<file path="src/asf_pkg.sv">
// package for the converter status-flag bank
package asf_pkg;
	localparam logic [4:0] ADDR_STATUS_A = 5'h09;
	localparam logic [4:0] ADDR_STATUS_B = 5'h0F;
	localparam logic [4:0] ADDR_LOCK = 5'h0A;
	localparam logic [7:0] LOCK_ON_CODE = 8'hCA;
	localparam logic [7:0] LOCK_OFF_CODE = 8'h9C;
	localparam int BIT_RESET_ON = 0;
	localparam int BIT_CRC_CHANGED = 1;
	localparam int BIT_LOCK_ACTIVE = 2;
	localparam int BIT_SAMPLES_MISSED = 3;
	localparam int READY_LOW_CYCLES = 64;
	localparam int RESET_HOLD_CYCLES = 16;
endpackage : asf_pkg

</file>
<file path="src/asf_status_flags.sv">
// status flags, lock register and data-ready pulse of the converter
`timescale 1ns/1ps
`default_nettype none
// Operation
// [RL1] set checksum-changed flag, bit 1 of status A, whenever checksum changes
// [RL2] any status A read clears checksum-changed flag
// [RL3] writing 0xCA to lock register sets lock-active flag, bit 2
// [RL4] status A read clears lock-active; re-set next output cycle while locked
// [RL5] reset-in-progress flag, bit 0, clears at end of reset period
// [RL6] samples-missed flag, status B bit 3, sets if samples unread in cycle
// [RL7] status B read clears samples-missed flag
// [RL8] both status words readable singly; status A also in burst read
// [RL9] data-ready goes low exactly 64 input clocks per new sample set
// [RL10] host starts reading samples at the falling data-ready edge
// [RL11] supplied input clock stays between 3.6 and 4.21 MHz, nominal 4.096
// [RL12] writing 0x9C to lock register disables protection, default disabled
// [RL13] host polls status A until reset-in-progress reads zero
// [RL14] a set coinciding with its clearing read wins
module asf_status_flags
	import asf_pkg::*;
#(
	parameter int READY_LOW = READY_LOW_CYCLES,
	parameter int RESET_HOLD = RESET_HOLD_CYCLES
)
(
	input wire logic ref_clk,
	input wire logic rst,
	input wire logic reg_rd,
	input wire logic reg_burst_rd,
	input wire logic [4:0] reg_addr,
	input wire logic reg_wr,
	input wire logic [7:0] reg_wdata,
	output logic [7:0] reg_rdata,
	input wire logic [15:0] config_crc,
	input wire logic output_cycle,
	input wire logic current_sample_rd,
	input wire logic voltage_one_sample_rd,
	input wire logic voltage_two_sample_rd,
	output logic lock_enabled,
	output logic clock_out_sample_ready_n
);
	logic rd_a;
	logic rd_b;
	logic reset_on;
	logic crc_changed;
	logic config_lock_active;
	logic samples_missed;
	logic [15:0] crc_prev;
	logic crc_seen;
	logic [2:0] samples_read;
	logic [7:0] ready_cnt;
	logic [7:0] hold_cnt;
	logic crc_event;
	logic lock_event;
	logic miss_event;
	logic [7:0] status_a;
	logic [7:0] status_b;
	logic [7:0] low_run;

	// burst read of status A clears like a single read
	assign rd_a = (reg_rd && reg_addr == ADDR_STATUS_A) || reg_burst_rd; // [RL8]
	assign rd_b = reg_rd && reg_addr == ADDR_STATUS_B; // [RL8]
	assign crc_event = crc_seen && (config_crc != crc_prev);
	assign lock_event = (reg_wr && reg_addr == ADDR_LOCK && reg_wdata == LOCK_ON_CODE)
		|| (lock_enabled && output_cycle);
	assign miss_event = output_cycle && (samples_read != 3'h7);

	always_ff @(posedge ref_clk)
	begin
		if (rst)
		begin
			hold_cnt <= 8'h00;
			reset_on <= 1'b1;
		end
		else if (hold_cnt != 8'(RESET_HOLD))
			hold_cnt <= hold_cnt + 8'h01;
		else
			reset_on <= 1'b0; // [RL5]
	end

	always_ff @(posedge ref_clk)
	begin
		if (rst)
		begin
			crc_prev <= 16'h0000;
			crc_seen <= 1'b0;
		end
		else
		begin
			crc_prev <= config_crc;
			crc_seen <= 1'b1;
		end
	end

	always_ff @(posedge ref_clk)
	begin
		if (rst)
			crc_changed <= 1'b0;
		else if (crc_event)
			crc_changed <= 1'b1; // [RL1] [RL14]
		else if (rd_a)
			crc_changed <= 1'b0; // [RL2]
	end

	always_ff @(posedge ref_clk)
	begin
		if (rst)
			lock_enabled <= 1'b0; // [RL12]
		else if (reg_wr && reg_addr == ADDR_LOCK && reg_wdata == LOCK_ON_CODE)
			lock_enabled <= 1'b1; // [RL3]
		else if (reg_wr && reg_addr == ADDR_LOCK && reg_wdata == LOCK_OFF_CODE)
			lock_enabled <= 1'b0; // [RL12]
	end

	always_ff @(posedge ref_clk)
	begin
		if (rst)
			config_lock_active <= 1'b0;
		else if (lock_event)
			config_lock_active <= 1'b1; // [RL3] [RL4] [RL14]
		else if (rd_a)
			config_lock_active <= 1'b0; // [RL4]
	end

	// tracks which of the three samples were read since the last output cycle
	always_ff @(posedge ref_clk)
	begin
		if (rst)
			samples_read <= 3'h7;
		else if (output_cycle)
			samples_read <= 3'h0;
		else
			samples_read <= samples_read
				| {voltage_two_sample_rd, voltage_one_sample_rd, current_sample_rd};
	end

	always_ff @(posedge ref_clk)
	begin
		if (rst)
			samples_missed <= 1'b0;
		else if (miss_event)
			samples_missed <= 1'b1; // [RL6] [RL14]
		else if (rd_b)
			samples_missed <= 1'b0; // [RL7]
	end

	always_ff @(posedge ref_clk)
	begin
		if (rst)
			ready_cnt <= 8'h00;
		else if (output_cycle)
			ready_cnt <= 8'(READY_LOW); // [RL9]
		else if (ready_cnt != 8'h00)
			ready_cnt <= ready_cnt - 8'h01;
	end
	assign clock_out_sample_ready_n = (ready_cnt == 8'h00); // [RL9]

	// field positions come from the package so both words stay in step with the map
	always_comb
	begin
		status_a = 8'h00;
		status_a[BIT_RESET_ON] = reset_on; // [RL5]
		status_a[BIT_CRC_CHANGED] = crc_changed; // [RL1]
		status_a[BIT_LOCK_ACTIVE] = config_lock_active; // [RL3]
		status_b = 8'h00;
		status_b[BIT_SAMPLES_MISSED] = samples_missed; // [RL6]
	end

	// checker helper: low cycles of the running pulse; a new set restarts it
	always_ff @(posedge ref_clk)
	begin
		if (rst || output_cycle || clock_out_sample_ready_n)
			low_run <= 8'h00;
		else if (low_run != 8'hFF)
			low_run <= low_run + 8'h01;
	end

	always_ff @(posedge ref_clk)
	begin
		if (rst)
			reg_rdata <= 8'h00;
		else if (rd_a)
			reg_rdata <= status_a; // [RL8]
		else if (rd_b)
			reg_rdata <= status_b; // [RL8]
		else
			reg_rdata <= 8'h00;
	end
endmodule : asf_status_flags
`default_nettype wire

</file>
<file path="config.mk">
export PLATFORM = sky130hd
export DESIGN_NAME = asf_status_flags
export DESIGN_NICKNAME = d
export VERILOG_FILES = /design/src/asf_pkg.sv /design/src/asf_status_flags.sv
export SDC_FILE = /design/constraint.sdc
export NUM_CORES = 1
export LEC_CHECK = 0
export BUFFER_PORTS_ARGS = -buffer_cell sky130_fd_sc_hd__buf_2
export CORE_ASPECT_RATIO = 2
export CORE_MARGIN = 5
export CORE_UTILIZATION = 55
export DETAILED_ROUTE_END_ITERATION = 10
export PLACE_DENSITY = 0.79
export SYNTH_ARGS = -nofsm -noshare
export SYNTH_HDL_FRONTEND = slang
export SYNTH_SLANG_ARGS = --single-unit
</file>
<file path="constraint.sdc">
create_clock -name ref_clk -period 3.2 [get_ports ref_clk]
set_input_delay 0.48 -clock ref_clk [delete_from_list [all_inputs] [get_ports ref_clk]]
set_output_delay 0.48 -clock ref_clk [all_outputs]
set_load 0.02 [all_outputs]
</file>
After elaboration in Yosys (flattened, before gate mapping). Cells that the tools add are included. W data, S select, Z words.

Equal/unequal tests: 8. Add/sub/neg operators: 2. Reduce and logical (&&, ||, !) cells: 20. Muxes and demuxes: 12. Bitwise logic cells: 2.

Operators with widths (number): $eq A8 B8 Y1 const B (2); $ne A16 B16 Y1 (1); $eq A5 B4 Y1 const B (3); $mux W7 (2); $reduce_bool A2 Y1 (5); $add A8 B1 Y8 const B (1); $logic_and A1 B1 Y1 (8); $logic_not A8 Y1 (1); $mux W1 (8); $ne A8 B5 Y1 const B (1); $reduce_bool A8 Y1 (1); $sub A8 B1 Y8 const B (1); $mux W3 (2); $reduce_or A2 Y1 (2); $ne A3 B3 Y1 const B (1); $or A3 B3 Y3 (1); $reduce_or A3 Y1 (1); $logic_or A1 B1 Y1 (2); $not A1 Y1 (1).

Register bits after elaboration: 49. Input port bits: 38.

Longest topological paths before layout. Gate-level depths: netlist of run 1.

Word-level depth: 5. Mapped depth: 6.

Least setup slack after synthesis of run 1. No wires, ideal clock.

Kind: reg2reg. Start point: register ready_cnt[2]. End point: register ready_cnt[1]. Library setup time: 0.103 ns. Slack: 1.275 ns. Stages on the path, launching flop included: 5. Required time: 3.097 ns. Arrival: 1.821 ns. Cells stage by stage: dfxtp_1 > or4_4 > nor4b_4 > nor2b_1 > a2111oi_2.

Longest elaborated chain between the ends: 1.

Ends and longest elaborated chain: start: declaration (RTL line asf_status_flags.sv:51) `logic [7:0] ready_cnt;`; start signal: assignment (RTL line asf_status_flags.sv:152) `ready_cnt <= 8'(READY_LOW);`; start signal: assignment (RTL line asf_status_flags.sv:154) `ready_cnt <= ready_cnt - 8'h01;`; $reduce_bool A8 Y1 (RTL line asf_status_flags.sv:153) `else if (ready_cnt != 8'h00)`.

No other way between the ends. A chain may end at the register's enable or synchronous reset.

Worst setup path after layout of run 1.
Start point: register ready_cnt[2]. End point: output clock_out_sample_ready_n.

Longest elaborated chain between the ends: 1.

Ends and longest elaborated chain: $logic_not A8 Y1 (RTL line asf_status_flags.sv:156) `assign clock_out_sample_ready_n = (ready_cnt == 8'h00);`; end: declaration (RTL line asf_status_flags.sv:40) `output logic clock_out_sample_ready_n`.

No other way between the ends.

==> impl_metrics.json, run 1 <==
{
  "outcome": "completed",
  "synth.most_common_cell": "dfxtp_1",
  "final_max_slew_viol_count": 0,
  "path_buf_inv": 1,
  "relSlewSlack_pct": 62.2,
  "final_hold_viol_count": 0,
  "reg2reg_depth": 4,
  "synth_area_leaders": "dfxtp_1, xnor2_1, nor2b_1",
  "clock_path_buffers": 2,
  "setup_viol": 0,
  "ys_dominant_reg_cell": "dfxtp_1",
  "post-dp-hpwl_um": 2750,
  "yosysWarnings": 0,
  "path_class": "register to output port",
  "reg2reg_from": "ready_cnt[2]",
  "grt.total_usage_pct": 16.4,
  "viasPerCell": 5.25,
  "cp_cell_sequence": "or4_4 -> nor4b_4 -> buf_2",
  "antennaDiodeCount": 0,
  "post_cts_resized": 0,
  "clock-root-buffer": "clkbuf_8",
  "critPathMaxFanout": 5,
  "setup_tns_ns": 0,
  "fin_area_um2": 2180,
  "worstReg2RegEnd": "ready_cnt[1]",
  "htree_levels": 2,
  "grt_pass1_vias": 1492,
  "power.leakage_nw": 0.943,
  "yosys.area_share.simple_pct": 23.3,
  "hold_depth": 2,
  "remaining_drc_errors": 0,
  "antenna_found_initial": 0,
  "maxCapViolations": 0,
  "fin_skew_ns": 0.00904,
  "core-area_um2": 3190,
  "grt_pass1_wl_um": 6070,
  "clk_pin_slew_ns": 0.08,
  "post_dp_cell_area_um2": 2070,
  "start_util_pct": 57.7,
  "synth_xor_area_share_pct": 13.3,
  "muxShareOfSynthArea_pct": 1.09,
  "hp-class": "primary input to register",
  "cts_hold_buf": 0,
  "syn_avg_cell_area_um2": 9.86,
  "fin_crit_sh_pct": 73.4,
  "ys_ff_latch": 45,
  "synth_compound_area_share_pct": 6.25,
  "crit_arrival_ns": 1.87,
  "ys_types": 34,
  "dr.first_iter.drc_count": 10,
  "wire_per_inst_um": 13.3,
  "tritoncts": "yes",
  "yosys.area.top_type": "dfxtp_1",
  "end_kind": "output port",
  "die_h_um": 91.9,
  "hp-start": "config_crc[1]",
  "synth_top_area_share_pct": 48.9,
  "portBuffers": 43,
  "die_x_um": 50.9,
  "crit_required_ns": 2.72,
  "overflow": 0,
  "rows": 29,
  "synth.top_cells.by_count": "dfxtp_1, xnor2_1, nor2_1, nor2b_1, inv_1",
  "gp_congestion": 0.784,
  "via_count": 1392,
  "drive_gt1_share_pct": 24.4,
  "max_freq_ghz": 0.426,
  "ios": 48,
  "ir_drop_uv": 758,
  "die_area_um2": 4680,
  "max_stage_delay_ns": 0.58,
  "synthToLayoutAreaGrowth_pct": 18.5,
  "fin_nets": 275,
  "firstDrtPassIters": 4,
  "cp_top_family": "simple AND/OR/NAND/NOR gates",
  "min_to": "crc_prev[1]",
  "grt_max_degree": 34,
  "cts_buffers": 5,
  "ys_seq_area_share_pct": 48.9,
  "post-cts-setup-buffers": 0,
  "period_needed_ns": 2.35,
  "syn_area_um2": 1840,
  "drt-total-wl_um": 3520,
  "worst_slew_pin_slew_ns": 0.568,
  "cp_slowest_cell": "or4_4",
  "r2r_setup_slack_ns": 1.31,
  "synth_top_family_by_area": "simple AND/OR/NAND/NOR gates",
  "synthAdderAreaFrac_pct": 2.72,
  "fill_cells": 271,
  "powerDensity_nw_per_um2": 672,
  "async_reset_ff_share_pct": 0,
  "synth-edff-count": 0,
  "rsz0062_at_grt": "no",
  "clkLatencyLatePin_ns": 0.29,
  "ant_nets": 0,
  "synthCells": 187,
  "clock_sinks": 45,
  "startpoint_type": "register"
}
[where the power goes]
part | switching [mW] | internal, mW
registers | 0.0506 | 0.613
clock network | 0.177 | 0.254
logic | 0.180 | 0.192
total | 0.407 | 1.06
[worst register-to-register path: stages, from the launching register on]
cell and delay (ns):
dfxtp_1 0.36, or4_4 0.58, nor4b_4 0.40, nor2b_1 0.11, a2111oi_2 0.35
[layout make-up]
cell class	instances	area [um^2]	area share, %
clock buffer	7	86.3	3.95
clock inverter	1	30.0	1.38
inverter	10	37.5	1.72
timing repair buffer	43	215	9.86
tap	31	38.8	1.78
multi-input combinational	128	875	40.1
sequential	45	901	41.3
[worst max path at each step]
stage | from | end | slack [ns] | cells after the start
final | ready_cnt[2] | clock_out_sample_ready_n | 0.85 | 3
after global routing | ready_cnt[2] | clock_out_sample_ready_n | 0.79 | 3
after CTS | ready_cnt[2] | clock_out_sample_ready_n | 0.84 | 3
after detailed placement | ready_cnt[2] | clock_out_sample_ready_n | 1.18 | 3
after global placement | ready_cnt[2] | clock_out_sample_ready_n | 1.19 | 3
after floorplan | ready_cnt[2] | ready_cnt[1] | 1.28 | 4
[per-layer routing]
layer  share of wire (%)  vias up  routed length [um]  global-route usage [%]
li1                    -      709                   -                       -
met1                  36      656                1250                    15.4
met2                  59       21                2090                    32.0
met3                 3.4        6                 121                    3.73
met4                 1.7        0                  61                    6.40
met5                   0        -                   0                       0
[flip-flops by register name (all words and copies together), names as in the netlist, 3 cells and up]
name / flops
crc_prev: 16
hold_cnt: 8
ready_cnt: 8
reg_rdata: 4
samples_read: 3
[per-stage QoR]
stage / setup slack (ns) / hold slack [ns] / util (%) / cells / total power [mW]
3_3_place_gp: 1.19 / 0.425 / 64.7 / 257 / 1.04
4_1_cts: 0.838 / 0.413 / 68.4 / 265 / 1.48
5_1_grt: 0.790 / 0.420 / 68.4 / 265 / 1.55
2_1_floorplan: 1.28 / 0.414 / - / 190 / 0.961
3_5_place_dp: 1.18 / 0.431 / 64.7 / 257 / 1.05
6_report: 0.852 / 0.422 / 68.4 / 265 / 1.47
[placed cells by master (no fill, tap or decap), types with 2 or more instances in the layout]
cell type / synthesis / routed
dfxtp_1: 45 / 45
buf_2: 0 / 43
xnor2_1: 22 / 22
nor2_1: 21 / 21
nor2b_1: 17 / 17
inv_1: 10 / 10
a21oi_1: 7 / 7
xor2_1: 6 / 6
nand4_1: 6 / 6
clkbuf_8: 0 / 6
nand3_1: 5 / 5
o21ai_0: 4 / 4
ha_1: 4 / 4
conb_1: 1 / 4
nor4b_1: 3 / 3
and3_1: 3 / 3
or3_2: 2 / 2
a31oi_1: 2 / 2
nand2_1: 2 / 2
o41ai_1: 2 / 2
nor4bb_1: 2 / 2
mux2i_1: 2 / 2
and2_1: 2 / 2
nor3_1: 2 / 2
[logic make-up after synthesis]
family | after synthesis
AO/OA/AOI/OAI | 18
XOR/XNOR | 28
adder cells (fa/ha/maj) | 4
buffers and inverters | 17
flip-flops | 45
multiplexers | 2
other | 1
AND/OR/NAND/NOR | 72
Note: power is estimated with default switching activity, not from simulation.
==> inputs of run 2 (changes only) <==
CORE_UTILIZATION = 51   (was 55)
PLACE_DENSITY = 0.73   (was 0.79)
clock period = 2.4 ns   (was 3.2 ns; I/O delays follow)
==> run 2 against run 1 <==
  * First-iteration DRC count is 50% higher
  * Register-to-register slack worse by 0.80 ns
  * Combinational power is 37% higher
  * Wire length is 2.5% higher
  * Sequential cell count stayed put
  * Clock power is 31% higher
  * Setup slack worse by 0.71 ns
  * Non-clock buffer count stayed put
  * Critical path depth stayed put
  * Total power is 33% higher
  * Global-route usage is 0.11 points lower
  * Largest cell class unchanged
  * Largest power group unchanged
==> impl_metrics.json, run 2 (synthesis results as in run 1) <==
{
  "outcome": "completed",
  "path_buf_inv": 1,
  "setup_viol": 0,
  "overflow": 0,
  "clk_pin_slew_ns": 0.09,
  "mostFrequentLayoutCell": "dfxtp_1",
  "core-area_um2": 3570,
  "fin_ws_ns": 0.139,
  "grt.total_usage_pct": 16.3,
  "worst_slew_pin_slew_ns": 0.576,
  "start_util_pct": 51.6,
  "clock_path_buffers": 2,
  "rows": 31,
  "cp_cell_sequence": "or4_4 -> nor4b_4 -> buf_2",
  "antennaDiodeCount": 0,
  "setup_tns_ns": 0,
  "crit_arrival_ns": 1.90,
  "die_x_um": 52.5,
  "grt_use_met3_pct": 4.38,
  "antenna_found_initial": 0,
  "firstDrtPassIters": 4,
  "crit_required_ns": 2.04,
  "synthToLayoutAreaGrowth_pct": 19.6,
  "clock_sinks": 45,
  "cp_slowest_cell": "or4_4",
  "maxCapViolations": 0,
  "fin_crit_sh_pct": 94.2,
  "rsz0062_at_grt": "no",
  "final_cell_mix": "dfxtp_1, buf_2, xnor2_1",
  "grt_pass1_vias": 1459,
  "cts_buffers": 5,
  "clock-root-buffer": "clkbuf_8",
  "end_kind": "output port",
  "path_class": "register to output port",
  "dp.cells": 275,
  "powerDensity_nw_per_um2": 886,
  "fin_nets": 275,
  "drt-total-wl_um": 3610,
  "ios": 48,
  "critPathMaxFanout": 5,
  "grt_max_degree": 34,
  "period_needed_ns": 2.26,
  "max_freq_ghz": 0.442,
  "die_area_um2": 4990,
  "gp_congestion": 0.803,
  "dr.first_iter.drc_count": 15,
  "via_count": 1394,
  "hp-class": "primary input to register",
  "largest_register_ffs": 16,
  "htree_levels": 2,
  "drive_gt1_share_pct": 24.8,
  "tritoncts": "yes",
  "grtUsageMet1_pct": 14.1,
  "cts_hold_buf": 0,
  "fin_skew_ns": 0.00823,
  "startpoint_type": "register",
  "post-dp-hpwl_um": 2850,
  "ir_drop_uv": 747,
  "remaining_drc_errors": 0,
  "power.leakage_nw": 0.939,
  "cp_top_family": "simple AND/OR/NAND/NOR gates",
  "viasPerCell": 4.93,
  "place_ws_ns": 0.484,
  "fill_cells": 338,
  "largest-register": "crc_prev",
  "fin_cells": 283,
  "clkLatencyLatePin_ns": 0.29,
  "ant_nets": 0,
  "max_stage_delay_ns": 0.58,
  "top_usage_layer": "met2",
  "met2_usage_pct": 32.5,
  "reg_top3": "crc_prev x16, hold_cnt x8, ready_cnt x8",
  "relSlewSlack_pct": 61.6,
  "final_max_slew_viol_count": 0,
  "post-cts-setup-buffers": 0,
  "final_hold_viol_count": 0,
  "wire_per_inst_um": 12.8,
  "utilization_pct": 61.8,
  "post_cts_resized": 0,
  "portBuffers": 43,
  "die_h_um": 95.0,
  "grt_pass1_wl_um": 6020
}
## run 2: cell count changes in the layout (fill, tap and decap cells not counted)
cell / previous run / this run
clkbuf_1: 1 / 0
clkbuf_8: 6 / 5
clkinv_4: 0 / 1
clkinvlp_4: 0 / 1
## run 2: layout make-up
type | instances | area [um^2] | area share, %
multi-input cells | 128 | 875 | 39.7
well taps | 49 | 61.3 | 2.78
flip-flops and latches | 45 | 901 | 40.9
repair buffers | 43 | 215 | 9.76
inverters | 10 | 37.5 | 1.70
clock inverters | 3 | 46.3 | 2.10
clock buffers | 5 | 68.8 | 3.12
## run 2: path summary, 6_finish.rpt
check            startpoint                  endpoint  slack (ns)  depth (start not counted)
max            ready_cnt[2]  clock_out_sample_ready_n        0.14                          3
min reg2reg  samples_missed              reg_rdata[3]        0.43                          2
max reg2reg    ready_cnt[2]              ready_cnt[1]        0.51                          4
min          config_crc[12]              crc_prev[12]        0.30                          2
## run 2: per-stage QoR
| stage | hold WS [ns] | area [um^2] | total power [mW] |
|---|---|---|---|
| after floorplan | 0.414 | 1850 | 1.28 |
| after global placement | 0.427 | 2090 | 1.39 |
| after detailed placement | 0.427 | 2090 | 1.40 |
| after CTS | 0.291 | 2200 | 1.98 |
| after global routing | 0.287 | 2200 | 2.06 |
| final | 0.297 | 2200 | 1.95 |
## run 2: layer usage
metal	vias up	part of all wire, %
met1	655	35
met3	5	3.0
met5	-	0
met2	22	60
met4	0	1.9
li1	712	-
## run 2: power by group
group / switching, mW / internal (mW) / total (mW)
sequential: 0.0617 / 0.817 / 0.878
combinational: 0.252 / 0.257 / 0.510
clock: 0.255 / 0.311 / 0.566
